## src/design/pcs_pkg.sv

```systemverilog
// Package with register map, field layout and reset values of the clock select / error inject registers
// Function
// - Divider bit picks divide-by-2 or divide-by-4 output
// - Eight-bit counter of self-test back-channel CRC errors
// - Force bit injects exactly one forward error
// - Self-test field N injects N errors
// - Status bit shows strap chose external oscillator
// - External-lock bit selects external clock as PLL source under override while internal-oscillator bit is clear
// - Internal-oscillator bit feeds oscillator to PLL under override; reset one
package pcs_pkg;

  localparam int unsigned PCS_AW = 8;
  localparam int unsigned PCS_DW = 8;

  localparam logic [7:0] PCS_OFF_OSC_DIV  = 8'h29;
  localparam logic [7:0] PCS_OFF_CRC_CNT  = 8'h2a;
  localparam logic [7:0] PCS_OFF_FWD_INJ  = 8'h2d;
  localparam logic [7:0] PCS_OFF_PLL_OVR  = 8'h35;

  localparam int unsigned PCS_BIT_OSC_DIV   = 5;
  localparam int unsigned PCS_BIT_FORCE_ONE = 7;
  localparam int unsigned PCS_BIT_STRAP     = 3;
  localparam int unsigned PCS_BIT_EXT_LOCK  = 1;
  localparam int unsigned PCS_BIT_INT_OSC   = 0;

  localparam logic [1:0] PCS_RST_OSC_RSVD_HI = 2'h0;
  localparam logic [4:0] PCS_RST_OSC_RSVD_LO = 5'h06;
  localparam logic       PCS_RST_OSC_DIV     = 1'b0;
  localparam logic [7:0] PCS_RST_CRC_CNT     = 8'h00;
  localparam logic [6:0] PCS_RST_ST_ERRS     = 7'h00;
  localparam logic [3:0] PCS_RST_OVR_RSVD    = 4'h0;
  localparam logic       PCS_RST_EXT_LOCK    = 1'b0;
  localparam logic       PCS_RST_INT_OSC     = 1'b1;

  localparam logic [7:0] PCS_CRC_CNT_MAX = 8'hff;

  typedef enum logic [1:0] {
    PCS_SRC_PCLK = 2'h0,
    PCS_SRC_OSC  = 2'h1,
    PCS_SRC_EXT  = 2'h3
  } pcs_src_e;

  typedef struct packed {
    logic         wr;
    logic         rd;
    logic [7:0]   addr;
    logic [7:0]   wdata;
  } pcs_req_s;

  typedef struct packed {
    logic         inject;
    logic         single;
  } pcs_inj_s;

endpackage : pcs_pkg

```

## src/design/pcs_divider.sv

```systemverilog
// Oscillator divider producing the divide-by-2 or divide-by-4 output clock
`timescale 1ns/100ps
`default_nettype none
module pcs_divider
  import pcs_pkg::*;
(
  input  wire logic i_mclk,
  input  wire logic i_arst_n,
  input  wire logic i_ce,
  input  wire logic i_en,
  input  wire logic i_div4,
  output logic      o_clk
);

  logic [1:0] cnt_r;

  always_ff @(posedge i_mclk or negedge i_arst_n)
  begin
    if (!i_arst_n)
      cnt_r <= 2'h0;
    else if (i_ce)
    begin
      if (!i_en)
        cnt_r <= 2'h0;
      else
        cnt_r <= cnt_r + 2'h1;
    end
  end

  always_ff @(posedge i_mclk or negedge i_arst_n)
  begin
    if (!i_arst_n)
      o_clk <= 1'b0;
    else if (i_ce)
      o_clk <= i_en & (i_div4 ? cnt_r[1] : cnt_r[0]);
  end

endmodule : pcs_divider
`default_nettype wire

```

## src/design/pcs_regs.sv

```systemverilog
// Register bank: oscillator divider, self-test CRC count, error injection, PLL reference override
`timescale 1ns/100ps
`default_nettype none
module pcs_regs
  import pcs_pkg::*;
(
  input  wire logic        i_mclk,
  input  wire logic        i_arst_n,
  input  wire logic        i_ce,
  input  wire pcs_req_s    i_req,
  output logic [7:0]       o_rdata,
  input  wire logic        i_strap_ext_osc,
  input  wire logic        i_pll_source_override,
  input  wire logic        i_selftest_active,
  input  wire logic        i_bc_crc_error,
  input  wire logic        i_frame_slot,
  output pcs_inj_s         o_inj,
  output logic             o_general_output_two,
  output pcs_src_e         o_pll_src
);

  logic [1:0] osc_rsvd_hi_r;
  logic [4:0] osc_rsvd_lo_r;
  logic       osc_div_r;
  logic [7:0] crc_cnt_r;
  logic       force_one_r;
  logic [6:0] st_errs_r;
  logic [6:0] st_left_r;
  logic [3:0] ovr_rsvd_r;
  logic       ext_lock_r;
  logic       int_osc_r;
  logic       strap_m_r;
  logic       strap_r;
  logic       st_act_q_r;
  logic       st_start;
  logic       wr_osc;
  logic       wr_inj;
  logic       wr_ovr;
  logic       single_go;
  logic       multi_go;
  logic [7:0] rdata_nxt;

  // Writes elsewhere, and to read-only bits, are dropped
  assign wr_osc   = i_req.wr && (i_req.addr == PCS_OFF_OSC_DIV);
  assign wr_inj   = i_req.wr && (i_req.addr == PCS_OFF_FWD_INJ);
  assign wr_ovr   = i_req.wr && (i_req.addr == PCS_OFF_PLL_OVR);
  assign st_start = i_selftest_active && !st_act_q_r;

  // Strap pin is asynchronous to the register clock
  always_ff @(posedge i_mclk or negedge i_arst_n)
  begin
    if (!i_arst_n)
    begin
      strap_m_r <= 1'b0;
      strap_r   <= 1'b0;
    end
    else if (i_ce)
    begin
      strap_m_r <= i_strap_ext_osc;
      strap_r   <= strap_m_r;
    end
  end

  always_ff @(posedge i_mclk or negedge i_arst_n)
  begin
    if (!i_arst_n)
    begin
      osc_rsvd_hi_r <= PCS_RST_OSC_RSVD_HI;
      osc_div_r     <= PCS_RST_OSC_DIV;
      osc_rsvd_lo_r <= PCS_RST_OSC_RSVD_LO;
    end
    else if (i_ce && wr_osc)
    begin
      osc_rsvd_hi_r <= i_req.wdata[7:6];
      osc_div_r     <= i_req.wdata[PCS_BIT_OSC_DIV];
      osc_rsvd_lo_r <= i_req.wdata[4:0];
    end
  end

  // Counter saturates rather than wrapping so a long test never hides errors
  always_ff @(posedge i_mclk or negedge i_arst_n)
  begin
    if (!i_arst_n)
      crc_cnt_r <= PCS_RST_CRC_CNT;
    else if (i_ce)
    begin
      if (st_start)
        crc_cnt_r <= PCS_RST_CRC_CNT;
      else if (i_selftest_active && i_bc_crc_error && crc_cnt_r != PCS_CRC_CNT_MAX)
        crc_cnt_r <= crc_cnt_r + 8'h01;
    end
  end

  assign single_go = force_one_r && !i_selftest_active && i_frame_slot;
  assign multi_go  = i_selftest_active && !st_start && (st_left_r != 7'h00) && i_frame_slot;

  // A pending single error is kept while self-test runs and fires after it
  always_ff @(posedge i_mclk or negedge i_arst_n)
  begin
    if (!i_arst_n)
      force_one_r <= 1'b0;
    else if (i_ce)
    begin
      if (wr_inj && i_req.wdata[PCS_BIT_FORCE_ONE])
        force_one_r <= 1'b1;
      else if (single_go)
        force_one_r <= 1'b0;
    end
  end

  always_ff @(posedge i_mclk or negedge i_arst_n)
  begin
    if (!i_arst_n)
      st_errs_r <= PCS_RST_ST_ERRS;
    else if (i_ce && wr_inj)
      st_errs_r <= i_req.wdata[6:0];
  end

  // Budget is latched at self-test start; later writes wait for the next run
  always_ff @(posedge i_mclk or negedge i_arst_n)
  begin
    if (!i_arst_n)
    begin
      st_left_r  <= 7'h00;
      st_act_q_r <= 1'b0;
    end
    else if (i_ce)
    begin
      st_act_q_r <= i_selftest_active;
      if (st_start)
        st_left_r <= st_errs_r;
      else if (!i_selftest_active)
        st_left_r <= 7'h00;
      else if (multi_go)
        st_left_r <= st_left_r - 7'h01;
    end
  end

  // Single flag lets the link tell the forced error apart
  always_ff @(posedge i_mclk or negedge i_arst_n)
  begin
    if (!i_arst_n)
      o_inj <= '0;
    else if (i_ce)
    begin
      o_inj.inject <= single_go || multi_go;
      o_inj.single <= single_go;
    end
  end

  // Reserved bits 7:4 are kept so software reads back its writes; bit 2 is not stored and reads zero
  always_ff @(posedge i_mclk or negedge i_arst_n)
  begin
    if (!i_arst_n)
    begin
      ovr_rsvd_r <= PCS_RST_OVR_RSVD;
      ext_lock_r <= PCS_RST_EXT_LOCK;
      int_osc_r  <= PCS_RST_INT_OSC;
    end
    else if (i_ce && wr_ovr)
    begin
      ovr_rsvd_r <= i_req.wdata[7:4];
      ext_lock_r <= i_req.wdata[PCS_BIT_EXT_LOCK];
      int_osc_r  <= i_req.wdata[PCS_BIT_INT_OSC];
    end
  end

  // Without override the strap decides between external clock and pixel clock
  always_ff @(posedge i_mclk or negedge i_arst_n)
  begin
    if (!i_arst_n)
      o_pll_src <= PCS_SRC_PCLK;
    else if (i_ce)
    begin
      if (i_pll_source_override)
      begin
        if (int_osc_r)
          o_pll_src <= PCS_SRC_OSC;
        else if (ext_lock_r)
          o_pll_src <= PCS_SRC_EXT;
        else
          o_pll_src <= PCS_SRC_PCLK;
      end
      else
        o_pll_src <= strap_r ? PCS_SRC_EXT : PCS_SRC_PCLK;
    end
  end

  // Divider only runs while the strap selects the oscillator
  pcs_divider u_div (
    .i_mclk   (i_mclk),
    .i_arst_n (i_arst_n),
    .i_ce     (i_ce),
    .i_en     (strap_r),
    .i_div4   (osc_div_r),
    .o_clk    (o_general_output_two)
  );

  // Unmapped and reserved offsets read as zero
  always_comb
  begin
    rdata_nxt = 8'h00;
    case (i_req.addr)
      PCS_OFF_OSC_DIV: rdata_nxt = {osc_rsvd_hi_r, osc_div_r, osc_rsvd_lo_r};
      PCS_OFF_CRC_CNT: rdata_nxt = crc_cnt_r;
      PCS_OFF_FWD_INJ: rdata_nxt = {force_one_r, st_errs_r};
      PCS_OFF_PLL_OVR: rdata_nxt = {ovr_rsvd_r, strap_r, 1'b0, ext_lock_r, int_osc_r};
      default:         rdata_nxt = 8'h00;
    endcase
  end

  always_ff @(posedge i_mclk or negedge i_arst_n)
  begin
    if (!i_arst_n)
      o_rdata <= 8'h00;
    else if (i_ce && i_req.rd)
      o_rdata <= rdata_nxt;
  end

endmodule : pcs_regs
`default_nettype wire

```

## config.mk

```make
export PLATFORM = sky130hd
export DESIGN_NAME = pcs_regs
export DESIGN_NICKNAME = d
export VERILOG_FILES = /design/src/design/pcs_pkg.sv /design/src/design/pcs_divider.sv /design/src/design/pcs_regs.sv
export SDC_FILE = /design/constraint.sdc
export NUM_CORES = 1
export LEC_CHECK = 0
export BUFFER_PORTS_ARGS = -buffer_cell sky130_fd_sc_hd__buf_2
export CAP_MARGIN = 0
export CORE_MARGIN = 1
export CORE_UTILIZATION = 40
export DETAILED_ROUTE_END_ITERATION = 10
export SETUP_SLACK_MARGIN = 0.1
export SYNTH_ARGS = -nofsm -noshare
export SYNTH_HDL_FRONTEND = slang
export SYNTH_HIERARCHICAL = 1
export SYNTH_SLANG_ARGS = --single-unit
```

## constraint.sdc

```tcl
create_clock -name i_mclk -period 4.5 [get_ports i_mclk]
set_input_delay 0.225 -clock i_mclk [delete_from_list [all_inputs] [get_ports i_mclk]]
set_output_delay 0.225 -clock i_mclk [all_outputs]
set_load 0.05 [all_outputs]
```

==> flow_summary_export.csv, run 1 <==
group,metric,value,unit
global_routing,gr-usage-all-layers,19.2,%
finish,areaGrowthSynthToFinish,12.2,%
power,clkPwrFrac,28.4,%
global_routing,grt_remaining_overflow,0,
worst_setup_path,r2r_end,"st_left_r[2]",
detailed_routing,num_vias,2194,
finish,drive_above_1_share,27.8,%
cts,cts_made_buffers,5,
cts,cts_max_level,2,
placement,port-buffer-count,38,
power,power.share.combinational,16.2,%
logic_synthesis,synth.top_cell.area_share,45.6,%
logic_synthesis,ys_dominant_reg_cell,"sky130_fd_sc_hd__dfrtp_1",
sta,grt_setup_unrepaired,"no",
worst_setup_path,worst-r2r-setup-slack,2.49,ns
worst_setup_path,timing.critical_path.from_type,"register",
power,total_switching_power,299,µW
logic_synthesis,share_of_flip_flops_with_an_asynchronous_set_or_reset,100,%
detailed_routing,drtPass1Iterations,4,
cts,ctsHoldBuffers,0,
placement,pre_cts_ws,2.49,ns
die,die_height,86.5,µm
logic_synthesis,number_of_instances_in_the_synthesized_netlist,268,
power,p_per_area,317,mW/mm²
detailed_routing,remaining_drc_errors,0,
cts,tritoncts,"yes",
sta,pins_over_slew_limit,0,
worst_setup_path,crit_slowest_cell,"sky130_fd_sc_hd__dfrtp_1",
power,total_leakage_power,1.48,nW
outcome,status,"finished clean",
worst_setup_path,startpoint,"st_left_r[0]",
logic_synthesis,synthTopCellsByArea,"sky130_fd_sc_hd__dfrtp_1 46%, sky130_fd_sc_hd__mux2_2 9.9%, sky130_fd_sc_hd__a22o_1 3.7%, sky130_fd_sc_hd__nand2_1 3.5%, sky130_fd_sc_hd__o21ai_0 3.2%",
sta,timing.final.hold_violations,0,
global_routing,first_pass_grt_wire_length,11000,µm
cts,post_cts_buffers,0,
placement,routability_cong,0.852,
worst_setup_path,crit_type,"register to register",
logic_synthesis,synthMostInstantiatedCell,"sky130_fd_sc_hd__dfrtp_1",
logic_synthesis,sequential_area_share_after_synthesis,48.3,%
sta,timing.final.setup_violations,0,
worst_setup_path,critical_path_arrival,2.21,ns
power,sw_frac_of_total,29.5,%
finish,antenna_cells_inserted,0,
detailed_routing,drt_iter0_markers,122,
logic_synthesis,synth.avg_cell_area,10.7,µm²
sta,worst_hold_slack,0.0365,ns
die,rows,30,
logic_synthesis,number_of_synthesized_flops_with_an_enable_pin,0,
logic_synthesis,total_nets_after_synthesis,296,
detailed_routing,routed_wl,6610,µm
sta,finalCritPeriodShare,44.7,%
cts,clk_root_buffer_cell,"sky130_fd_sc_hd__clkbuf_8",
placement,place.detailed.hpwl,4900,µm
sta,slew_headroom,52.9,%
sta,shortest_clock_period_the_worst_path_allows_after_layout,2.01,ns
power,internal-power,716,µW
global_routing,antenna_found_initial,0,
sta,setup_slack,2.49,ns
global_routing,grt_max_degree,56,
die,core_area,0.00683,mm²
logic_synthesis,yosys.cell_types.count,52,
detailed_routing,postRouteAntennaNets,0,
detailed_routing,route.detailed.wl_per_inst,16.6,µm
power,worst_ir_drop_vdd,166,µV
sta,maxClockFrequency,0.497,GHz
die,design.portCount,39,
sta,max_slew.worst_pin.slew,0.707,ns
logic_synthesis,netlist_area,0.00286,mm²
die,floorplan.initialDensity,41.8,%
run,timing.max_cap.violations,0,
cts,clock_sinks,55,
worst_setup_path,critPathCaptureType,"register",
logic_synthesis,postSynthRegisterBits,55,
die,dieWidth,86.5,µm
worst_setup_path,critical_path.max_stage_delay,0.46,ns
worst_setup_path,worstPathCellList,"inv_1 > ha_1 > nor3b_1 > and3_1 > nor4_1 > a221o_1",
global_routing,via_count_of_the_first_global_routing_pass,2153,
cts,cts_max_path_buffers,2,
logic_synthesis,synthDominantAreaCellType,"sky130_fd_sc_hd__dfrtp_1",
worst_setup_path,reg2regPathDepth,6,
detailed_routing,drt-vias-per-instance,5.51,
min_path,worst_hold_path_type,"primary input to asynchronous set/reset pin",
finish,finish.net_count,329,
logic_synthesis,post_synth_most_frequent_cells,"52 x sky130_fd_sc_hd__dfrtp_1, 27 x sky130_fd_sc_hd__nand2_1, 25 x sky130_fd_sc_hd__mux2_2, 18 x sky130_fd_sc_hd__o21ai_0, 13 x sky130_fd_sc_hd__inv_1",
worst_setup_path,worst_r2r_startpoint,"st_left_r[0]",
sta,fin_tns_setup,0,ns
power,seqPwrFrac,55.4,%
logic_synthesis,syn_warnings,6,
cts,worst_setup_hold_path_clk_slew,0.10,ns
power,report.power.total,1.01,mW
sta,fin_worst_skew,0.00543,ns
finish,layout.core_utilization,46.9,%
worst_setup_path,worstPathRequired,4.69,ns
die,fp.dieArea,0.00748,mm²
worst_setup_path,cp_max_fo,6,
cts,latest_clock_arrival_within_the_worst_skew_pair,0.30,ns
cts,cts_resized,0,
-- placed cells by master (no fill, tap or decap), drive strengths merged, types with 3 or more instances in the layout --
cell	count
inv	13
a32oi	3
mux2i	5
mux2	25
a22oi	5
o211ai	4
a31oi	5
and3b	3
dfstp	3
buf	39
a21oi	6
nand2	27
a22o	12
nor4	4
clkbuf	6
or2	4
a32o	3
nor2b	3
nor2	9
o21ai	18
and3	3
dfrtp	52
nand4	5
nand3	6
o31ai	3
-- worst max-delay path: cells and delay by family, from the launching register on --
kind            cells  cell delay [ns]
buf+inv             1             0.08
simple gates        3             0.82
fa+ha+maj           1             0.20
compound gates      1             0.35
flops               1             0.46
-- stage by stage --
stage / instances / area, µm²
floorplan: 268 / 2860
global placement: 390 / 3110
detailed placement: 390 / 3110
CTS: 398 / 3200
global route: 398 / 3200
finish: 398 / 3200
-- flip-flops by register name, summed over array words and instances, names as in the netlist, 2 cells and up --
| register | cells |
|---|---|
| ovr_rsvd_r | 4 |
| st_errs_r | 7 |
| osc_rsvd_hi_r | 2 |
| u_div/cnt_r | 2 |
| st_left_r | 7 |
| o_rdata | 8 |
| o_inj | 2 |
| osc_rsvd_lo_r | 5 |
| o_pll_src | 2 |
| crc_cnt_r | 8 |
-- logic make-up (layout without fill, tap and decap cells) --
logic type	Yosys count	in the layout	share of synthesized area (%)
AO/OA/AOI/OAI	76	76	19.2
adder cells (fa/ha/maj)	2	2	0.876
buffers and inverters	26	60	4.12
flip-flops	55	55	48.3
multiplexers	30	30	11.6
AND/OR/NAND/NOR	79	79	15.9
-- worst max-delay path by stage --
stage	slack (ns)	to
6_report	2.49	st_left_r[2]
3_3_place_gp	2.51	st_left_r[0]
2_1_floorplan	2.75	st_left_r[2]
5_1_grt	2.28	st_left_r[1]
3_5_place_dp	2.49	st_left_r[2]
4_1_cts	2.49	st_left_r[2]
-- final cells by class --
type	instances	area, µm²
fill	673	3630
sequential	55	1380
multi-input combinational	187	1360
timing repair buffer	39	198
tap	96	120
clock buffer	6	82.6
inverter	13	48.8
clock inverter	2	16.3
-- power by group through the flow --
stage / Clock [mW] / Sequential [mW] / Combinational (mW)
after floorplan: 0 / 0.572 / 0.102
after global routing: 0.322 / 0.567 / 0.186
final: 0.289 / 0.562 / 0.164
after detailed placement: 0 / 0.572 / 0.165
after global placement: 0 / 0.572 / 0.165
after CTS: 0.303 / 0.562 / 0.166
-- layer usage --
| metal | global-route usage [%] | part of all wire [%] | up-vias |
|---|---|---|---|
| met5 | 0 | 0 | - |
| met3 | 2.95 | 3.1 | 6 |
| met4 | 4.70 | 1.0 | 0 |
| met2 | 30.6 | 48 | 42 |
| li1 | - | - | 1070 |
| met1 | 27.5 | 48 | 1076 |
Power figures use the tool's default switching activity.
==> inputs of run 2 (changes only) <==
==> constraint.sdc (replaced) <==
create_clock -name i_mclk -period 1.9 [get_ports i_mclk]
set_input_delay 0.095 -clock i_mclk [delete_from_list [all_inputs] [get_ports i_mclk]]
set_output_delay 0.095 -clock i_mclk [all_outputs]
set_load 0.05 [all_outputs]
==> run 2 against run 1 <==
Effect of this change:
- clock-buffer cell count decreased by 1
- die area unchanged
- highest routed layer unchanged
- clock skew increased by 0.00083 ns
- via count increased by 3.6%
- global-route usage increased by 0.95 points
==> flow_summary_export.csv, run 2 (synthesized netlist as in run 1, its figures left out) <==
group,metric,value,unit
sta,shortest_clock_period_the_worst_path_allows_after_layout,1.72,ns
finish,drive_above_1_share,31.0,%
finish,layout_commonest_cell,"sky130_fd_sc_hd__dfrtp_1",
sta,slew_headroom,65.9,%
cts,cts_made_buffers,5,
detailed_routing,drtPass1Iterations,4,
detailed_routing,route.detailed.wl_per_inst,16.9,µm
sta,maxClockFrequency,0.583,GHz
worst_setup_path,cp_max_fo,4,
detailed_routing,remaining_drc_errors,0,
die,dieWidth,86.5,µm
sta,timing.final.setup_violations,0,
detailed_routing,postRouteAntennaNets,0,
die,rows,30,
global_routing,via_count_of_the_first_global_routing_pass,2169,
global_routing,grt_max_degree,24,
worst_setup_path,r2r_end,"st_left_r[2]",
die,core_area,0.00683,mm²
min_path,worst_hold_path_type,"primary input to register",
finish,areaGrowthSynthToFinish,15.9,%
finish,finish.net_count,340,
detailed_routing,routed_wl,6930,µm
global_routing,antenna_found_initial,0,
finish,layout.core_utilization,48.5,%
global_routing,grt_remaining_overflow,0,
finish,largestRegisters,"crc_cnt_r (8), o_rdata (8)",
finish,antenna_cells_inserted,0,
worst_setup_path,worstPathRequired,2.12,ns
placement,port-buffer-count,38,
sta,timing.final.hold_violations,0,
die,fp.dieArea,0.00748,mm²
cts,cts_max_level,2,
worst_setup_path,worst_r2r_startpoint,"st_left_r[1]",
die,design.portCount,39,
sta,grt_setup_unrepaired,"yes",
worst_setup_path,critPathCaptureType,"register",
sta,max_slew.worst_pin.slew,0.510,ns
placement,routability_cong,0.866,
cts,tritoncts,"yes",
sta,finalCritPeriodShare,90.3,%
sta,pins_over_slew_limit,0,
worst_setup_path,timing.critical_path.from_type,"register",
worst_setup_path,cp-endpoint,"st_left_r[2]",
cts,worst_setup_hold_path_clk_slew,0.10,ns
worst_setup_path,startpoint,"st_left_r[1]",
power,p_per_area,739,mW/mm²
finish,fillCellCount,682,
sta,fin_tns_setup,0,ns
detailed_routing,drt_iter0_markers,136,
cts,clk_root_buffer_cell,"sky130_fd_sc_hd__clkbuf_8",
outcome,status,"finished clean",
cts,clock_sinks,55,
detailed_routing,drt-vias-per-instance,5.56,
power,worst_ir_drop_vdd,430,µV
power,total_leakage_power,1.54,nW
global_routing,gr-usage-all-layers,20.2,%
cts,cts_max_path_buffers,2,
finish,layout.cells.most_common_list,"52 x sky130_fd_sc_hd__dfrtp_1, 38 x sky130_fd_sc_hd__buf_2, 27 x sky130_fd_sc_hd__nand2_1",
worst_setup_path,reg2regPathDepth,6,
die,die_height,86.5,µm
die,floorplan.initialDensity,41.8,%
worst_setup_path,critical_path_arrival,1.93,ns
detailed_routing,num_vias,2273,
cts,latest_clock_arrival_within_the_worst_skew_pair,0.32,ns
global_routing,first_pass_grt_wire_length,11300,µm
sta,fin_worst_skew,0.00626,ns
run,timing.max_cap.violations,0,
worst_setup_path,crit_type,"register to register",
worst_setup_path,worst-r2r-setup-slack,0.18,ns
placement,place.detailed.hpwl,5170,µm
sta,setup_slack,0.184,ns
placement,pre_cts_ws,0.00712,ns
-- run 2: layer usage --
metal | track usage, % | vias to the layer above | wire length, µm
met5 | 0 | - | 0
met4 | 6.52 | 0 | 82
met3 | 4.76 | 7 | 301
met2 | 31.5 | 57 | 3320
met1 | 27.7 | 1118 | 3220
li1 | - | 1091 | -
-- run 2: how the worst min path moves through the flow --
| stage | slack [ns] | startpoint | cells past startpoint | end |
|---|---|---|---|---|
| after floorplan | -0.20 | i_arst_n | 0 | crc_cnt_r[0] |
| after detailed placement | 0.03 | i_arst_n | 1 | o_pll_src[0] |
| after global routing | 0.01 | i_req[6] | 2 | st_errs_r[6] |
| after global placement | 0.03 | i_arst_n | 1 | o_inj[0] |
| final | 0.02 | i_req[6] | 2 | st_errs_r[6] |
| after CTS | 0.02 | i_req[6] | 2 | ovr_rsvd_r[2] |
-- run 2: repair_timing --
item / CTS / global route
buffers inserted: 0 / 0
setup endpoints to repair: 6 / 7
gates resized for setup: 2 / 5
endpoints found under the hold margin: 16 / 0
hold buffers: 2 / 0
-- run 2: final cells by class --
type                    instances  area, µm²  share of cell area, %
well taps                      96        120                   3.63
flip-flops and latches         55       1380                   41.7
repair buffers                 50        285                   8.62
clock inverters                 3       23.8                  0.718
clock buffers                   5       68.8                   2.08
inverters                      13       48.8                   1.47
multi-input cells             187       1380                   41.8
-- run 2: critical path: stages, from the launching register on --
cell                      delay (ns)
sky130_fd_sc_hd__dfrtp_1        0.39
sky130_fd_sc_hd__inv_1          0.08
sky130_fd_sc_hd__ha_2           0.21
sky130_fd_sc_hd__nor3b_4        0.27
sky130_fd_sc_hd__and3_4         0.25
sky130_fd_sc_hd__nor4_1         0.07
sky130_fd_sc_hd__a221o_1        0.36
-- run 2: power by group --
group / total [mW] / switching [mW] / internal, mW
Combinational: 0.440 / 0.250 / 0.190
Sequential: 1.33 / 0.0833 / 1.24
Clock: 0.680 / 0.415 / 0.265
Total: 2.45 / 0.749 / 1.70
-- run 2: per-stage QoR --
step                      hold WS (ns)  instances  total power [mW]  cell area (µm²)
after floorplan                 -0.201        268              1.60             2860
after global placement          0.0268        399              1.76             3170
after detailed placement        0.0310        399              1.77             3170
after CTS                       0.0169        409              2.46             3300
after global routing            0.0149        409              2.57             3310
final                           0.0240        409              2.45             3310
==> inputs of run 3 (changes only) <==
--- a/config.mk
+++ b/config.mk
@@ -5,6 +5,7 @@
 export SDC_FILE = /design/constraint.sdc
 export NUM_CORES = 1
 export LEC_CHECK = 0
+export ABC_AREA = 1
 export BUFFER_PORTS_ARGS = -buffer_cell sky130_fd_sc_hd__buf_2
 export CAP_MARGIN = 0
 export CORE_MARGIN = 1
==> run 3 against run 2 <==
Effect of this change:
- sequential share of layout area down 1.0 points
- sequential power up 4%
- clock skew down 0.0023 ns
- register-to-register slack better by 0.18 ns
- largest power group unchanged
- highest routed layer unchanged
- setup slack better by 0.18 ns
- non-clock buffer count down 7
- critical path depth up 3
- sequential cell count unchanged
- die area up 4.4%
- first-iteration DRC count down 17%
==> flow_summary_export.csv, run 3 <==
group,metric,value,unit
min_path,min_delay_worst_endpoint,"osc_rsvd_lo_r[2]",
logic_synthesis,number_of_synthesized_flops_with_an_enable_pin,0,
logic_synthesis,postSynthRegisterBits,55,
sta,worst_hold_slack,0.0227,ns
power,worst_ir_drop_vdd,327,µV
worst_setup_path,worstPathRequired,2.11,ns
worst_setup_path,critical_path_arrival,1.76,ns
logic_synthesis,yosys.cell_types.count,31,
placement,pre_cts_ws,0.335,ns
finish,areaGrowthSynthToFinish,13.8,%
placement,port-buffer-count,38,
sta,grt_setup_unrepaired,"no",
placement,post-place-cells,522,
cts,cts_made_buffers,5,
die,design.portCount,39,
detailed_routing,postRouteAntennaNets,0,
worst_setup_path,worstPathCellList,"inv_1 > ha_2 > nand2_1 > o21ai_1 > nand2_1 > nand2_4 > inv_2 > nand2_1 > nand2_1",
sta,slew_headroom,62.1,%
worst_setup_path,worst-r2r-setup-slack,0.36,ns
die,die_height,88.4,µm
worst_setup_path,worst_r2r_startpoint,"st_left_r[0]",
die,dieWidth,88.4,µm
detailed_routing,num_vias,2528,
logic_synthesis,total_nets_after_synthesis,420,
detailed_routing,remaining_drc_errors,0,
worst_setup_path,cp_max_fo,8,
die,floorplan.initialDensity,41.4,%
cts,clk_root_buffer_cell,"sky130_fd_sc_hd__clkbuf_8",
power,clkPwrFrac,30.5,%
cts,clock_sinks,55,
power,total_switching_power,813,µW
cts,cts_max_level,2,
logic_synthesis,synthTopCellsByArea,"sky130_fd_sc_hd__dfrtp_1 44%, sky130_fd_sc_hd__nand2_1 18%, sky130_fd_sc_hd__nand3_1 7.9%, sky130_fd_sc_hd__inv_1 4.8%, sky130_fd_sc_hd__o21ai_0 4.2%",
global_routing,gr-usage-all-layers,18.6,%
finish,layout.cells.most_common_list,"140 x sky130_fd_sc_hd__nand2_1, 52 x sky130_fd_sc_hd__dfrtp_1, 47 x sky130_fd_sc_hd__nand3_1",
logic_synthesis,netlist_area,0.00298,mm²
min_path,worst_hold_path_type,"primary input to register",
sta,fin_worst_skew,0.00400,ns
global_routing,antenna_found_initial,0,
cts,latest_clock_arrival_within_the_worst_skew_pair,0.31,ns
worst_setup_path,cpLargestDelayFamily,"flip-flops",
sta,max_slew.worst_pin.slew,0.568,ns
power,power.share.combinational,18.3,%
worst_setup_path,critical-path-top-cell-by-count,"sky130_fd_sc_hd__nand2_1",
global_routing,grt_remaining_overflow,0,
worst_setup_path,timing.critical_path.from_type,"register",
logic_synthesis,synthDominantAreaCellType,"sky130_fd_sc_hd__dfrtp_1",
placement,routability_cong,0.813,
worst_setup_path,crit_slowest_cell,"sky130_fd_sc_hd__dfrtp_1",
power,internal-power,1.88,mW
sta,pins_over_slew_limit,0,
finish,layout_commonest_cell,"sky130_fd_sc_hd__nand2_1",
worst_setup_path,cp_num_buf_inv,2,
logic_synthesis,number_of_instances_in_the_synthesized_netlist,392,
detailed_routing,drt_iter0_markers,113,
global_routing,via_count_of_the_first_global_routing_pass,2375,
sta,maxClockFrequency,0.649,GHz
sta,shortest_clock_period_the_worst_path_allows_after_layout,1.54,ns
finish,finish.net_count,460,
logic_synthesis,synthMostInstantiatedCell,"sky130_fd_sc_hd__nand2_1",
worst_setup_path,critPathCaptureType,"register",
sta,timing.final.hold_violations,0,
global_routing,first_pass_grt_wire_length,11200,µm
power,total_leakage_power,1.79,nW
logic_synthesis,synth.top_cell.area_share,43.6,%
sta,timing.final.setup_violations,0,
detailed_routing,routed_wl,6640,µm
detailed_routing,route.detailed.wl_per_inst,12.5,µm
sta,fin_tns_setup,0,ns
run,timing.max_cap.violations,0,
finish,layoutNonFillerInstCount,532,
detailed_routing,drtPass1Iterations,4,
outcome,status,"finished clean",
cts,cts_max_path_buffers,2,
global_routing,grt_max_degree,34,
logic_synthesis,post_synth_most_frequent_cells,"140 x sky130_fd_sc_hd__nand2_1, 52 x sky130_fd_sc_hd__dfrtp_1, 47 x sky130_fd_sc_hd__nand3_1, 38 x sky130_fd_sc_hd__inv_1",
die,core_area,0.00721,mm²
sta,setup_slack,0.359,ns
logic_synthesis,ys_dominant_reg_cell,"sky130_fd_sc_hd__dfrtp_1",
cts,tritoncts,"yes",
logic_synthesis,syn_warnings,6,
logic_synthesis,share_of_flip_flops_with_an_asynchronous_set_or_reset,100,%
die,rows,31,
worst_setup_path,reg2regPathDepth,9,
worst_setup_path,r2r_end,"st_left_r[1]",
finish,antenna_cells_inserted,0,
cts,worst_setup_hold_path_clk_slew,0.10,ns
die,fp.dieArea,0.00781,mm²
worst_setup_path,critical_path.max_stage_delay,0.41,ns
sta,finalCritPeriodShare,81.1,%
power,p_per_area,792,mW/mm²
finish,largestRegisters,"crc_cnt_r (8), o_rdata (8)",
min_path,worstHoldPathCells,3,
finish,drive_above_1_share,17.3,%
power,sw_frac_of_total,30.2,%
min_path,hold_path.startpoint,"i_req[2]",
detailed_routing,drt-vias-per-instance,4.75,
logic_synthesis,synth.avg_cell_area,7.61,µm²
worst_setup_path,crit_type,"register to register",
power,seqPwrFrac,51.3,%
logic_synthesis,sequential_area_share_after_synthesis,46.2,%
placement,place.detailed.hpwl,4940,µm
-- run 3: cell count changes in the layout (fill, tap and decap cells not counted), moves of 5 or more --
cell | before | now
sky130_fd_sc_hd__nand2_1 | 27 | 140
sky130_fd_sc_hd__nor2_1 | 9 | 25
sky130_fd_sc_hd__mux2i_1 | 5 | 0
sky130_fd_sc_hd__o21ai_0 | 17 | 25
sky130_fd_sc_hd__buf_4 | 10 | 2
sky130_fd_sc_hd__mux2_2 | 25 | 0
sky130_fd_sc_hd__nor2_4 | 0 | 5
sky130_fd_sc_hd__o21a_1 | 0 | 5
sky130_fd_sc_hd__o21ai_1 | 1 | 6
sky130_fd_sc_hd__a22o_1 | 12 | 0
sky130_fd_sc_hd__a22oi_1 | 5 | 0
sky130_fd_sc_hd__o21ai_2 | 0 | 8
sky130_fd_sc_hd__inv_1 | 13 | 38
sky130_fd_sc_hd__nand3_1 | 6 | 47
-- run 3: how the worst max path moves through the flow --
stage                       startpoint           end  slack, ns  depth (start not counted)
after global placement    st_left_r[0]  st_left_r[2]       0.40                          9
final                     st_left_r[0]  st_left_r[1]       0.36                          9
after CTS                 st_left_r[0]  st_left_r[1]       0.32                          9
after global routing      st_left_r[0]  st_left_r[3]       0.15                          9
after detailed placement  st_left_r[0]  st_left_r[1]       0.33                          9
after floorplan           st_left_r[0]  st_left_r[2]       0.49                          9
-- run 3: kinds of logic (layout without fill, tap and decap cells) --
group	Yosys count	count (layout)	synth area share, %
and+or+nand+nor	229	229	34.0
AOI/OAI and AO/OA	56	56	11.1
DFF	55	55	46.2
buffers and inverters	49	90	7.51
adders and majority gates	2	2	0.838
xor gates and xnor gates	1	1	0.294
-- run 3: worst register-to-register path: stages (launching register included) --
cell	delay, ns
sky130_fd_sc_hd__dfrtp_1	0.41
sky130_fd_sc_hd__inv_1	0.12
sky130_fd_sc_hd__ha_2	0.24
sky130_fd_sc_hd__nand2_1	0.08
sky130_fd_sc_hd__o21ai_1	0.18
sky130_fd_sc_hd__nand2_1	0.11
sky130_fd_sc_hd__nand2_4	0.11
sky130_fd_sc_hd__inv_2	0.07
sky130_fd_sc_hd__nand2_1	0.06
sky130_fd_sc_hd__nand2_1	0.05
-- run 3: through the flow --
step	instance area [µm²]	util (%)	power, mW
5_1_grt	3400	47.1	2.84
3_5_place_dp	3260	45.1	1.88
2_1_floorplan	2980	-	1.72
3_3_place_gp	3260	45.1	1.87
4_1_cts	3390	47.0	2.72
6_report	3400	47.1	2.69
-- run 3: per-layer routing --
layer | up-vias | global-route usage [%] | routed length, µm
met2 | 58 | 30.3 | 3030
met3 | 6 | 3.54 | 270
met1 | 1129 | 25.4 | 3270
li1 | 1335 | - | -
met5 | - | 0 | 0
met4 | 0 | 4.84 | 63
-- run 3: timing repair --
| item | CTS | global route |
|---|---|---|
| resized for setup | 0 | 1 |
| hold buffers | 2 | 0 |
| setup buffers | 0 | 0 |
| hold endpoints to repair | 23 | 0 |
| endpoints found under the setup margin | 0 | 1 |
-- run 3: power by group through the flow --
stage	clock, mW	combinational (mW)	sequential, mW
floorplan	0	0.315	1.41
global placement	0	0.475	1.40
detailed placement	0	0.483	1.40
CTS	0.844	0.495	1.38
global route	0.882	0.565	1.40
finish	0.819	0.491	1.38
-- run 3: area by class of cell --
cell class | instances | area [µm²]
fillers | 762 | 3820
multi-input cells | 288 | 1380
flip-flops and latches | 55 | 1380
repair buffers | 43 | 245
inverters | 39 | 146
well taps | 99 | 124
clock buffers | 6 | 82.6
clock inverters | 2 | 35.0
